===== config.mk =====
export PLATFORM = sky130hd
export DESIGN_NAME = dpio_ports
export DESIGN_NICKNAME = d
export VERILOG_FILES = /design/src/design/dpio_pkg.sv /design/src/design/dpio_sync.sv /design/src/design/dpio_latch.sv /design/src/design/dpio_ports.sv
export SDC_FILE = /design/constraint.sdc
export NUM_CORES = 1
export LEC_CHECK = 0
export BUFFER_PORTS_ARGS = -buffer_cell sky130_fd_sc_hd__buf_2
export CAP_MARGIN = 20
export CORE_MARGIN = 10
export CORE_UTILIZATION = 40
export DETAILED_ROUTE_END_ITERATION = 6
export SYNTH_ARGS = -nofsm -noshare
export SYNTH_HDL_FRONTEND = slang
export SYNTH_SLANG_ARGS = --single-unit

===== constraint.sdc =====
create_clock -name clk -period 4.92 [get_ports clk]
set_input_delay 0.738 -clock clk [delete_from_list [all_inputs] [get_ports clk]]
set_output_delay 0.738 -clock clk [all_outputs]
set_load 0.005 [all_outputs]

===== src/design/dpio_pkg.sv =====
// constants and carrier types for the dual parallel port block
// assumes the host bus and the pins are sampled on one clock, clk
package dpio_pkg;

   // ---------------------------------------------------------------
   // widths
   // ---------------------------------------------------------------
   localparam int DATA_W = 8;
   localparam int SEL_W = 4;

   // ---------------------------------------------------------------
   // register numbers on the register-select inputs
   // ---------------------------------------------------------------
   localparam logic [SEL_W-1:0] REG_PORT_B = 4'h0;
   localparam logic [SEL_W-1:0] REG_PORT_A = 4'h1;
   localparam logic [SEL_W-1:0] REG_DIR_B = 4'h2;
   localparam logic [SEL_W-1:0] REG_DIR_A = 4'h3;
   localparam logic [SEL_W-1:0] REG_PORT_A_NOHS = 4'hf;

   // ---------------------------------------------------------------
   // values after reset, and the read data of unmapped registers
   // ---------------------------------------------------------------
   localparam logic [DATA_W-1:0] RST_OUTPUT = 8'h00;
   localparam logic [DATA_W-1:0] RST_DIRECTION = 8'h00;
   localparam logic [DATA_W-1:0] RST_READ_DATA = 8'h00;
   localparam logic [DATA_W-1:0] UNMAPPED_READ = 8'h00;

   // ---------------------------------------------------------------
   // synchroniser depth, filter and capture bookkeeping
   // ---------------------------------------------------------------
   localparam int SYNC_STAGES = 3;
   localparam int SYNC_LATENCY_CYCLES = 4;

   // ---------------------------------------------------------------
   // carriers
   // ---------------------------------------------------------------
   typedef struct packed {
      logic chip_sel;
      logic read;
      logic [SEL_W-1:0] register_select_inputs;
      logic [DATA_W-1:0] wr_data;
   } dpio_host_req_t;

   typedef struct packed {
      logic latch_en_a;
      logic latch_en_b;
      logic rise_sel_a;
      logic rise_sel_b;
   } dpio_latch_cfg_t;

endpackage


===== src/design/dpio_sync.sv =====
// three-flop synchroniser with agreement filter
// assumes async_in comes from outside the clk domain
`timescale 1ns/1ns
module dpio_sync #(
   parameter int W = 8
) (
   input wire logic clk,
   input wire logic rst_n,
   input wire logic [W-1:0] async_in,
   output logic [W-1:0] filt_out
);
   import dpio_pkg::*;

   logic [W-1:0] stage1;
   logic [W-1:0] stage2;
   logic [W-1:0] stage3;

   // ---------------------------------------------------------------
   // flop chain
   // ---------------------------------------------------------------
   always_ff @(posedge clk) begin
      if (!rst_n) begin
         stage1 <= '0;
         stage2 <= '0;
         stage3 <= '0;
      end else begin
         stage1 <= async_in;
         stage2 <= stage1;
         stage3 <= stage2;
      end
   end

   // ---------------------------------------------------------------
   // change counts once stage2 and stage3 agree, per bit
   // ---------------------------------------------------------------
   always_ff @(posedge clk) begin
      if (!rst_n) begin
         filt_out <= '0;
      end else begin
         for (int i = 0; i < W; i++) begin
            if (stage2[i] == stage3[i]) begin
               filt_out[i] <= stage3[i];
            end
         end
      end
   end

   a_filter_agree: assert property (@(posedge clk) disable iff (!rst_n)
      (stage2 == stage3) |=> (filt_out == $past(stage3)))
      else $error("filtered input did not follow agreeing stages");

   a_filter_hold: assert property (@(posedge clk) disable iff (!rst_n)
      $stable(stage3) && $stable(stage2) && (stage2 != stage3) |=> $stable(filt_out))
      else $error("filtered input moved while stages disagree");

endmodule // dpio_sync


===== src/design/dpio_latch.sv =====
// edge-triggered input capture for one port
// assumes ctl and pins are already synchronised to clk
`timescale 1ns/1ns
module dpio_latch #(
   parameter int W = 8,
   parameter bit CLEAR_ON_READ = 1'b1
) (
   input wire logic clk,
   input wire logic rst_n,
   input wire logic ctl,
   input wire logic rise_sel,
   input wire logic enable,
   input wire logic [W-1:0] pins,
   input wire logic read_clear,
   output logic [W-1:0] captured,
   output logic held
);
   import dpio_pkg::*;

   // synchroniser output is only true once its stages have refilled
   localparam logic [2:0] SETTLE = 3'(SYNC_LATENCY_CYCLES + 1);

   logic ctl_prev;
   logic [2:0] settle;
   logic primed;
   logic active;

   // ---------------------------------------------------------------
   // edge detect, muted until the synchroniser has settled
   // ---------------------------------------------------------------
   always_ff @(posedge clk) begin
      if (!rst_n) begin
         ctl_prev <= 1'b0;
      end else begin
         ctl_prev <= ctl;
      end
   end

   always_ff @(posedge clk) begin
      if (!rst_n) begin
         settle <= 3'h0;
      end else if (settle != SETTLE) begin
         settle <= settle + 3'h1;
      end
   end

   assign primed = (settle == SETTLE);

   assign active = primed && (rise_sel ? (ctl && !ctl_prev) : (!ctl && ctl_prev));

   // ---------------------------------------------------------------
   // capture and held flag, a new edge wins over a read
   // ---------------------------------------------------------------
   always_ff @(posedge clk) begin
      if (!rst_n) begin
         captured <= '0;
      end else if (enable && active) begin
         captured <= pins;
      end
   end

   always_ff @(posedge clk) begin
      if (!rst_n) begin
         held <= 1'b0;
      end else if (!enable) begin
         held <= 1'b0;
      end else if (active) begin
         held <= 1'b1;
      end else if (read_clear && CLEAR_ON_READ) begin
         held <= 1'b0;
      end
   end

   a_edge_capture: assert property (@(posedge clk) disable iff (!rst_n)
      enable && active |=> held && (captured == $past(pins)))
      else $error("active edge did not capture the pins");

   a_read_release: assert property (@(posedge clk) disable iff (!rst_n)
      CLEAR_ON_READ && enable && held && read_clear && !active |=> !held)
      else $error("read did not release the held value");

   a_capture_steady: assert property (@(posedge clk) disable iff (!rst_n)
      !(enable && active) |=> $stable(captured))
      else $error("captured value changed without an active edge");

endmodule // dpio_latch


===== src/design/dpio_ports.sv =====
// dual 8-bit parallel ports with direction and latched input registers
// assumes the host bus is synchronous to clk; pins and control inputs are not
//
// Summary of operation
// - two 8-bit ports A and B, direction chosen per line
// - port B data at register 0, port A data at register 1
// - port B direction at register 2, port A direction at 3
// - direction bit 0 makes line input undriven, 1 makes it output
// - output line drives high for output bit 1, low for 0
// - output bits of input lines are stored but leave pins undriven
// - port read returns the matching input register on the data bus
// - port A with latching off reads present pin levels
// - port A with latching on holds pins captured at active edge
// - after reading latched port A it follows pins until next edge
// - port A read returns pin level even on output lines
// - port B read returns stored output bit on output lines
// - port B input lines with latching off read present pin level
// - port B input lines with latching on read last captured level
// - latching per port enabled by auxiliary control settings
// - one control bit per port picks active edge, 0 falling, 1 rising
`timescale 1ns/1ns
module dpio_ports (
   input wire logic clk,
   input wire logic rst_n,
   input wire dpio_pkg::dpio_host_req_t host_req,
   output logic [dpio_pkg::DATA_W-1:0] host_rd_data,
   input wire dpio_pkg::dpio_latch_cfg_t auxiliary_control_reg,
   input wire logic port_a_latch_control_in,
   input wire logic port_b_latch_control_in,
   input wire logic [dpio_pkg::DATA_W-1:0] port_a_pins_in,
   output logic [dpio_pkg::DATA_W-1:0] port_a_pins_out,
   output logic [dpio_pkg::DATA_W-1:0] port_a_pins_oe_n,
   input wire logic [dpio_pkg::DATA_W-1:0] port_b_pins_in,
   output logic [dpio_pkg::DATA_W-1:0] port_b_pins_out,
   output logic [dpio_pkg::DATA_W-1:0] port_b_pins_oe_n
);
   import dpio_pkg::*;

   localparam int SYNC_W = 2 * DATA_W + 2;

   logic [DATA_W-1:0] port_a_output_reg;
   logic [DATA_W-1:0] port_b_output_reg;
   logic [DATA_W-1:0] port_a_direction_reg;
   logic [DATA_W-1:0] port_b_direction_reg;
   logic [DATA_W-1:0] port_a_input_reg;
   logic [DATA_W-1:0] port_b_input_reg;
   logic [DATA_W-1:0] next_rd_data;
   logic [DATA_W-1:0] pins_a_f;
   logic [DATA_W-1:0] pins_b_f;
   logic [DATA_W-1:0] cap_a;
   logic [DATA_W-1:0] cap_b;
   logic [DATA_W-1:0] src_b;
   logic [SYNC_W-1:0] sync_filt;
   logic ctl_a_f;
   logic ctl_b_f;
   logic held_a;
   logic held_b;
   logic wr_en;
   logic rd_en;
   logic rd_port_a;

   // ---------------------------------------------------------------
   // host access decode
   // ---------------------------------------------------------------
   assign wr_en = host_req.chip_sel && !host_req.read;
   assign rd_en = host_req.chip_sel && host_req.read;
   assign rd_port_a = rd_en && ((host_req.register_select_inputs == REG_PORT_A) ||
                                (host_req.register_select_inputs == REG_PORT_A_NOHS));

   // ---------------------------------------------------------------
   // output registers
   // ---------------------------------------------------------------
   always_ff @(posedge clk) begin
      if (!rst_n) begin
         port_b_output_reg <= RST_OUTPUT;
      end else if (wr_en && host_req.register_select_inputs == REG_PORT_B) begin
         port_b_output_reg <= host_req.wr_data;
      end
   end

   always_ff @(posedge clk) begin
      if (!rst_n) begin
         port_a_output_reg <= RST_OUTPUT;
      end else if (wr_en && (host_req.register_select_inputs == REG_PORT_A ||
                             host_req.register_select_inputs == REG_PORT_A_NOHS)) begin
         port_a_output_reg <= host_req.wr_data;
      end
   end

   // ---------------------------------------------------------------
   // direction registers
   // ---------------------------------------------------------------
   always_ff @(posedge clk) begin
      if (!rst_n) begin
         port_b_direction_reg <= RST_DIRECTION;
      end else if (wr_en && host_req.register_select_inputs == REG_DIR_B) begin
         port_b_direction_reg <= host_req.wr_data;
      end
   end

   always_ff @(posedge clk) begin
      if (!rst_n) begin
         port_a_direction_reg <= RST_DIRECTION;
      end else if (wr_en && host_req.register_select_inputs == REG_DIR_A) begin
         port_a_direction_reg <= host_req.wr_data;
      end
   end

   // ---------------------------------------------------------------
   // pin drive, enable low while driving
   // ---------------------------------------------------------------
   assign port_a_pins_out = port_a_output_reg;
   assign port_b_pins_out = port_b_output_reg;
   assign port_a_pins_oe_n = ~port_a_direction_reg;
   assign port_b_pins_oe_n = ~port_b_direction_reg;

   // ---------------------------------------------------------------
   // input synchronisers
   // ---------------------------------------------------------------
   dpio_sync #(
      .W(SYNC_W)
   ) u_sync (
      .clk(clk),
      .rst_n(rst_n),
      .async_in({port_b_latch_control_in, port_a_latch_control_in, port_b_pins_in, port_a_pins_in}),
      .filt_out(sync_filt)
   );

   assign pins_a_f = sync_filt[DATA_W-1:0];
   assign pins_b_f = sync_filt[2*DATA_W-1:DATA_W];
   assign ctl_a_f = sync_filt[2*DATA_W];
   assign ctl_b_f = sync_filt[2*DATA_W+1];

   // ---------------------------------------------------------------
   // input latching per port
   // ---------------------------------------------------------------
   dpio_latch #(
      .W(DATA_W),
      .CLEAR_ON_READ(1'b1)
   ) u_latch_a (
      .clk(clk),
      .rst_n(rst_n),
      .ctl(ctl_a_f),
      .rise_sel(auxiliary_control_reg.rise_sel_a),
      .enable(auxiliary_control_reg.latch_en_a),
      .pins(pins_a_f),
      .read_clear(rd_port_a),
      .captured(cap_a),
      .held(held_a)
   );

   dpio_latch #(
      .W(DATA_W),
      .CLEAR_ON_READ(1'b0)
   ) u_latch_b (
      .clk(clk),
      .rst_n(rst_n),
      .ctl(ctl_b_f),
      .rise_sel(auxiliary_control_reg.rise_sel_b),
      .enable(auxiliary_control_reg.latch_en_b),
      .pins(pins_b_f),
      .read_clear(1'b0),
      .captured(cap_b),
      .held(held_b)
   );

   // ---------------------------------------------------------------
   // input register views
   // ---------------------------------------------------------------
   assign port_a_input_reg = (auxiliary_control_reg.latch_en_a && held_a) ? cap_a : pins_a_f;
   assign src_b = auxiliary_control_reg.latch_en_b ? cap_b : pins_b_f;

   genvar gi;
   generate
      for (gi = 0; gi < DATA_W; gi++) begin : g_b_view
         assign port_b_input_reg[gi] = port_b_direction_reg[gi] ? port_b_output_reg[gi] : src_b[gi];
      end
   endgenerate

   // ---------------------------------------------------------------
   // read data
   // ---------------------------------------------------------------
   always_comb begin
      case (host_req.register_select_inputs)
         REG_PORT_B: next_rd_data = port_b_input_reg;
         REG_PORT_A: next_rd_data = port_a_input_reg;
         REG_PORT_A_NOHS: next_rd_data = port_a_input_reg;
         REG_DIR_B: next_rd_data = port_b_direction_reg;
         REG_DIR_A: next_rd_data = port_a_direction_reg;
         default: next_rd_data = UNMAPPED_READ;
      endcase
   end

   always_ff @(posedge clk) begin
      if (!rst_n) begin
         host_rd_data <= RST_READ_DATA;
      end else if (rd_en) begin
         host_rd_data <= next_rd_data;
      end
   end

   // ---------------------------------------------------------------
   // checks
   // ---------------------------------------------------------------
   a_reset_clears: assert property (@(posedge clk)
      !rst_n |=> (port_a_pins_oe_n == 8'hff) && (port_b_pins_oe_n == 8'hff) &&
                 (port_a_pins_out == 8'h00) && (port_b_pins_out == 8'h00))
      else $error("reset did not clear direction and output");

   a_dir_write_a: assert property (@(posedge clk) disable iff (!rst_n)
      wr_en && host_req.register_select_inputs == REG_DIR_A |=> port_a_pins_oe_n == ~$past(host_req.wr_data))
      else $error("port a direction write not reflected on enables");

   a_dir_write_b: assert property (@(posedge clk) disable iff (!rst_n)
      wr_en && host_req.register_select_inputs == REG_DIR_B |=> port_b_pins_oe_n == ~$past(host_req.wr_data))
      else $error("port b direction write not reflected on enables");

   a_out_write_a: assert property (@(posedge clk) disable iff (!rst_n)
      wr_en && host_req.register_select_inputs == REG_PORT_A |=> port_a_pins_out == $past(host_req.wr_data))
      else $error("port a output write not stored");

   a_out_write_b: assert property (@(posedge clk) disable iff (!rst_n)
      wr_en && host_req.register_select_inputs == REG_PORT_B |=>
      (port_b_pins_out == $past(host_req.wr_data)) && $stable(port_b_pins_oe_n))
      else $error("port b output write wrong or moved direction");

   a_read_a_live: assert property (@(posedge clk) disable iff (!rst_n)
      rd_port_a && !auxiliary_control_reg.latch_en_a |=> host_rd_data == $past(pins_a_f))
      else $error("unlatched port a read not pin level");

   a_read_a_held: assert property (@(posedge clk) disable iff (!rst_n)
      rd_port_a && auxiliary_control_reg.latch_en_a && held_a |=> host_rd_data == $past(cap_a))
      else $error("latched port a read not captured value");

   a_read_b_out: assert property (@(posedge clk) disable iff (!rst_n)
      rd_en && host_req.register_select_inputs == REG_PORT_B |=>
      (host_rd_data & $past(port_b_direction_reg)) == ($past(port_b_output_reg) & $past(port_b_direction_reg)))
      else $error("port b output lines did not read stored bit");

   a_read_b_in: assert property (@(posedge clk) disable iff (!rst_n)
      rd_en && host_req.register_select_inputs == REG_PORT_B && !auxiliary_control_reg.latch_en_b |=>
      (host_rd_data & ~$past(port_b_direction_reg)) == ($past(pins_b_f) & ~$past(port_b_direction_reg)))
      else $error("port b input lines did not read pin level");

   a_read_unmapped: assert property (@(posedge clk) disable iff (!rst_n)
      rd_en && host_req.register_select_inputs > REG_DIR_A && host_req.register_select_inputs < REG_PORT_A_NOHS
      |=> host_rd_data == UNMAPPED_READ)
      else $error("unmapped register read not zero");

   // ---------------------------------------------------------------
   // further checks
   // ---------------------------------------------------------------
   a_read_b_latched: assert property (@(posedge clk) disable iff (!rst_n)
      rd_en && host_req.register_select_inputs == REG_PORT_B && auxiliary_control_reg.latch_en_b |=>
      (host_rd_data & ~$past(port_b_direction_reg)) == ($past(cap_b) & ~$past(port_b_direction_reg)))
      else $error("port b latched input lines did not read capture");

   a_latch_off_a: assert property (@(posedge clk) disable iff (!rst_n)
      !auxiliary_control_reg.latch_en_a |=> !held_a)
      else $error("port a held value kept with latching off");

   a_latch_off_b: assert property (@(posedge clk) disable iff (!rst_n)
      !auxiliary_control_reg.latch_en_b |=> !held_b)
      else $error("port b held value kept with latching off");

   a_rd_data_hold: assert property (@(posedge clk) disable iff (!rst_n)
      !rd_en |=> $stable(host_rd_data))
      else $error("read data moved without a read");

   a_out_write_nohs: assert property (@(posedge clk) disable iff (!rst_n)
      wr_en && host_req.register_select_inputs == REG_PORT_A_NOHS |=> port_a_pins_out == $past(host_req.wr_data))
      else $error("port a mirror write not stored");

   a_unmapped_write: assert property (@(posedge clk) disable iff (!rst_n)
      wr_en && host_req.register_select_inputs > REG_DIR_A && host_req.register_select_inputs < REG_PORT_A_NOHS
      |=> $stable(port_a_pins_out) && $stable(port_b_pins_out) &&
          $stable(port_a_pins_oe_n) && $stable(port_b_pins_oe_n))
      else $error("unmapped register write changed port state");

   a_read_nohs: assert property (@(posedge clk) disable iff (!rst_n)
      rd_en && host_req.register_select_inputs == REG_PORT_A_NOHS && !auxiliary_control_reg.latch_en_a |=> host_rd_data == $past(pins_a_f))
      else $error("port a mirror read not pin level");

   a_read_dir_a: assert property (@(posedge clk) disable iff (!rst_n)
      rd_en && host_req.register_select_inputs == REG_DIR_A |=>
      host_rd_data == ~$past(port_a_pins_oe_n))
      else $error("port a direction read wrong");

   a_read_dir_b: assert property (@(posedge clk) disable iff (!rst_n)
      rd_en && host_req.register_select_inputs == REG_DIR_B |=>
      host_rd_data == ~$past(port_b_pins_oe_n))
      else $error("port b direction read wrong");

   a_oe_idle_a: assert property (@(posedge clk) disable iff (!rst_n)
      !(wr_en && host_req.register_select_inputs == REG_DIR_A) |=>
      $stable(port_a_pins_oe_n))
      else $error("port a enables moved without direction write");

   a_oe_idle_b: assert property (@(posedge clk) disable iff (!rst_n)
      !(wr_en && host_req.register_select_inputs == REG_DIR_B) |=>
      $stable(port_b_pins_oe_n))
      else $error("port b enables moved without direction write");

   a_out_idle_a: assert property (@(posedge clk) disable iff (!rst_n)
      !(wr_en && (host_req.register_select_inputs == REG_PORT_A ||
                  host_req.register_select_inputs == REG_PORT_A_NOHS)) |=>
      $stable(port_a_pins_out))
      else $error("port a output moved without a write");

   a_out_idle_b: assert property (@(posedge clk) disable iff (!rst_n)
      !(wr_en && host_req.register_select_inputs == REG_PORT_B) |=>
      $stable(port_b_pins_out))
      else $error("port b output moved without a write");

endmodule // dpio_ports


[Yosys cells after proc, flatten, opt, wreduce, memory -nomap -nowiden]
Index checks and enable logic that the tools add are counted.
Cells by class
  add/subtract/negate cells: 2
  eq/ne operators: 26
  mux-type cells: 15
  bitwise operators: 2
  reductions and logical operators: 26
Operators by type and width (number)
  8-bit case mux with 4 select lines: 1
  1-bit == test: 18
  1-bit logical AND: 16
  8-bit two-way mux: 2
  8-bit NOT: 2
  1-bit two-way mux: 12
  4-bit by 2-bit == test with 1-bit output (second input constant): 2
  3-bit by 1-bit adder with 3-bit output (second input constant): 2
  3-bit == test (second input constant): 2
  3-bit != test (second input constant): 2
  1-bit logical NOT: 5
  4-bit by 1-bit == test with 1-bit output (second input constant): 1
  4-bit == test (second input constant): 1
  4-bit logical NOT: 1
  2-bit AND reduction: 1
  2-bit nonzero test: 1
  2-bit OR reduction: 1
  1-bit logical OR: 1
Word-level totals
  register bits: 137
  bits of input ports: 38
  output and inout bits: 40
  logic and storage cells: 104

[Logic depth before layout (Yosys ltp)]
  depth after elaboration: 5
  mapped depth: 7
  mapped depth without buffers: 6

[Cells and area by module]
From an unflattened synthesis, not the netlist that was laid out.
Second synthesis, totals
  cells, all modules: 533
  area, all modules: 5422.7 µm²
Modules (own cells, without submodules)
  dpio_ports: instances 1, cells an instance 231, area each 2199.6 µm², sequential area each 800.8 µm²
  dpio_sync: instances 1, cells an instance 187, area each 2123.3 µm², sequential area each 1441.4 µm²
  dpio_latch (u_latch_a): instances 1, cells an instance 58, area each 553.0 µm², sequential area each 260.2 µm²
  dpio_latch (u_latch_b): instances 1, cells an instance 57, area each 546.8 µm², sequential area each 260.2 µm²

[Worst setup path before layout]
No wires, ideal clock.
  kind: input to register
  from: input host_req[11] (netlist bit)
  to: register port_b_direction_reg[0]
  library setup time: 0.116 ns
  data arrival time: 1.982 ns
  data required time: 4.804 ns
  setup slack: 2.822 ns
  stages on the path: 5
  buffers on the path: 1
  cell sequence: or3b_1 buf_6 nor4_4 mux2i_1 nor2b_1
Between the ends
  longest elaborated chain between the ends: 2
Ends and longest elaborated chain
  start, declared: line dpio_ports.sv:25  | input wire dpio_pkg::dpio_host_req_t host_req,
  4-bit by 2-bit == test with 1-bit output: line dpio_ports.sv:96  | end else if (wr_en && host_req.register_select_inputs == REG_DIR_B) begin
  1-bit logical AND: line dpio_ports.sv:96
  end signal, assigned: line dpio_ports.sv:97  | port_b_direction_reg <= host_req.wr_data;
  end, declared: line dpio_ports.sv:44  | logic [DATA_W-1:0] port_b_direction_reg;
No other way between the ends.
A chain may end at the register's enable or synchronous reset.

[Worst setup path in the final report]
  from: input host_req[11] (netlist bit)
  to: register port_b_direction_reg[2]
The elaborated chain is that of the path after synthesis.

==> flow_metrics.py <==
metrics = {
    "floorplanning": {
        "fp.dieArea_um2": 18100,
        "fp.coreArea_um2": 12720,
        "ioPinCount": 78,
        "die_x_um": 134.5,
        "initial_utilization_pct": 41.25,
        "rows": 41,
        "die_h_um": 134.5,
    },
    "power": {
        "power_mw": 2.578,
        "power_density_nw_per_um2": 401.2,
        "vdd_ir_drop_max_mv": 0.2472,
        "p_leak_nw": 2.536,
    },
    "clock_tree": {
        "ctsResizeCount": 0,
        "path_clk_slew_ns": 0.06,
        "cts-root-buf": "clkbuf_16",
        "cts_buffers": 17,
        "hold_buffers": 0,
        "post_cts_buffers": 0,
        "htreeDepth": 4,
        "insertion_delay_ns": 0.41,
        "cts.sinks": 137,
        "cts_buffer_depth": 2,
        "cts_tree": "yes",
    },
    "sta": {
        "setup_violations": 0,
        "finClkSkew_ns": 0.003875,
        "clock.fmax_ghz": 0.4651,
        "rsz0062_at_grt": "false",
        "fin_ws_ns": 2.770,
        "finalHoldViolCount": 0,
        "worst_pin_slew_ns": 0.8529,
        "post-route-period-util_pct": 43.70,
        "slew_headroom_pct": 42.83,
        "period_minus_slack_ns": 2.150,
        "fin_tns_setup_ns": 0,
        "slew_viol_final": 0,
    },
    "routing": {
        "dr.pass1.iters": 4,
        "wl_per_cell_um": 14.28,
        "ant_nets": 0,
        "route.detailed.drc": 0,
        "vias": 3679,
        "via_per_inst": 4.766,
        "wl_mm": 11.03,
        "drt_iter0_markers": 161,
    },
    "global_route": {
        "gr-total-overflow": 0,
        "antenna_found_initial": 0,
        "grt_pass1_wl_mm": 18.35,
        "grt_usage_pct": 12.66,
        "grt_pass1_vias": 3643,
        "grt_max_degree": 146,
    },
    "layout": {
        "layout_common_cells": "dfxtp_1 (137), buf_2 (76), mux2i_1 (64), and2_1 (59), nor2b_1 (48)",
        "areaGrowthSynthToFinish_pct": 22.44,
        "final_common_cell": "dfxtp_1",
        "finalCoreUtilization_pct": 50.50,
        "antennaDiodeCount": 0,
        "fillers": 1215,
        "fin_nets": 630,
        "layout-drive-gt1-share_pct": 20.17,
        "design_area_um2": 6425,
    },
    "placed_design": {
        "place_ws_ns": 1.946,
        "place_area_um2": 5756,
        "dp_hpwl_mm": 7.666,
        "io_buffer_count": 77,
        "gp_congestion": 0.7600,
    },
    "setup_path": {
        "path_cells": "buf_2 > or3b_1 > nor4_4 > mux2i_1 > nor2b_1",
        "crit_fanout": 10,
        "cp_data_required_time_ns": 5.23,
        "slowest_delay_ns": 0.66,
        "startpoint_type": "input port",
        "worst-setup-path-type": "in2reg",
        "worstPathArrival_ns": 2.46,
        "cpLargestDelayFamily": "simple AND/OR/NAND/NOR gates",
        "critical_path.endpoint_type": "flip-flop",
        "cpMaxStageDelayCell": "nor4_4",
        "path_buf_inv": 1,
        "cp.depth": 5,
        "worstRegToRegCells": 5,
    },
    "worst_hold_path": {
        "holdPathStages": 1,
        "hp-class": "reg2reg",
    },
    "yosys": {
        "synth_cell_types": 36,
        "ys_ff_latch": 137,
        "syn-instance-count": 511,
        "ys_warn_count": 0,
        "avgSynthCellArea_um2": 10.27,
        "seq_area_frac_synth_pct": 52.27,
        "syn_area_um2": 5248,
        "synth.net_count": 553,
    },
    "run": {
        "maxCapViolCount": 0,
    },
    "status": {
        "run_status": "finished clean",
    },
}
==> cell families (layout without fill, tap and decap cells) <==
| group | count (synthesis) | in the layout | share of synthesized area [%] |
|---|---|---|---|
| buf+inv | 44 | 133 | 3.577 |
| flops | 137 | 137 | 52.27 |
| compound gates | 87 | 87 | 11.06 |
| mux | 64 | 64 | 12.21 |
| xor+xnor | 2 | 2 | 0.3339 |
| fa+ha+maj | 4 | 4 | 0.9538 |
| simple gates | 173 | 173 | 19.60 |
==> Yosys cell counts <==
library cell  instances  area, um2
clkbuf_1             17      63.81
dfxtp_1             137       2743
or3b_1                1      8.760
a21boi_0             18      135.1
buf_6                 2      22.52
o221ai_1              8      70.07
o21ai_0              29      145.1
nor4b_1               1      8.760
nor3_2                1      10.01
o21ai_2               1      8.760
or3b_2                2      17.52
nand3b_1              3      22.52
inv_1                21      78.83
ha_1                  4      50.05
o211a_1               2      20.02
or2_2                 1      6.260
nand3_1               2      10.01
buf_4                 1      7.510
mux2i_1              64      640.6
a2bb2oi_1             8      70.07
buf_2                 3      15.01
nand4_1               1      6.260
and3b_1               8      70.07
and2_1               59      369.1
a31oi_1               2      12.51
nor2_1                1      3.750
nor4_1                1      6.260
and3_2                1      7.510
nor3_1                2      10.01
xor2_1                2      17.52
nand2_1              40      150.1
a211oi_1              8      60.06
a21oi_2               1      8.760
nor2b_1              48      300.3
a21oi_1              10      50.05
nor4_4                1      21.27
==> area by class of cell <==
type	instances	area [um2]	share of cell area (%)
clock buffers	19	452.9	7.050
flip-flops and latches	137	2743	42.69
multi-input cells	330	2323	36.16
clock inverters	12	173.9	2.707
inverters	21	78.83	1.227
repair buffers	81	437.9	6.816
well taps	172	215.2	3.350
==> layer usage <==
metal	vias up	share of wire [%]	track usage [%]
met2	84	44	18.77
met4	0	1.5	6.227
li1	1890	-	-
met5	-	0	0
met3	16	6.6	4.599
met1	1689	48	15.86
==> metrics by stage <==
stage / std cells / hold slack, ns
floorplan: 511 / 0.4119
detailed placement: 738 / 0.4191
finish: 772 / 0.4281
CTS: 769 / 0.4325
global placement: 738 / 0.4161
global route: 772 / 0.4485
==> where the power goes <==
group	leakage, nW	internal, mW	total [mW]	switching [mW]
sequential	1.11	1.14	1.15	0.0134
clock	0.297	0.868	1.33	0.458
combinational	1.13	0.0474	0.102	0.0543
total	2.54	2.05	2.58	0.526
==> worst paths after layout <==
| check | from | endpoint | slack [ns] |
|---|---|---|---|
| max | host_req[11] | port_b_direction_reg[2] | 2.77 |
| min | u_sync.stage1[5] | u_sync.stage2[5] | 0.43 |
| max reg2reg | u_sync.filt_out[16] | u_latch_a.captured[5] | 3.12 |
| min reg2reg | u_sync.stage1[5] | u_sync.stage2[5] | 0.43 |
No activity file was read; power rests on OpenSTA's default activity.
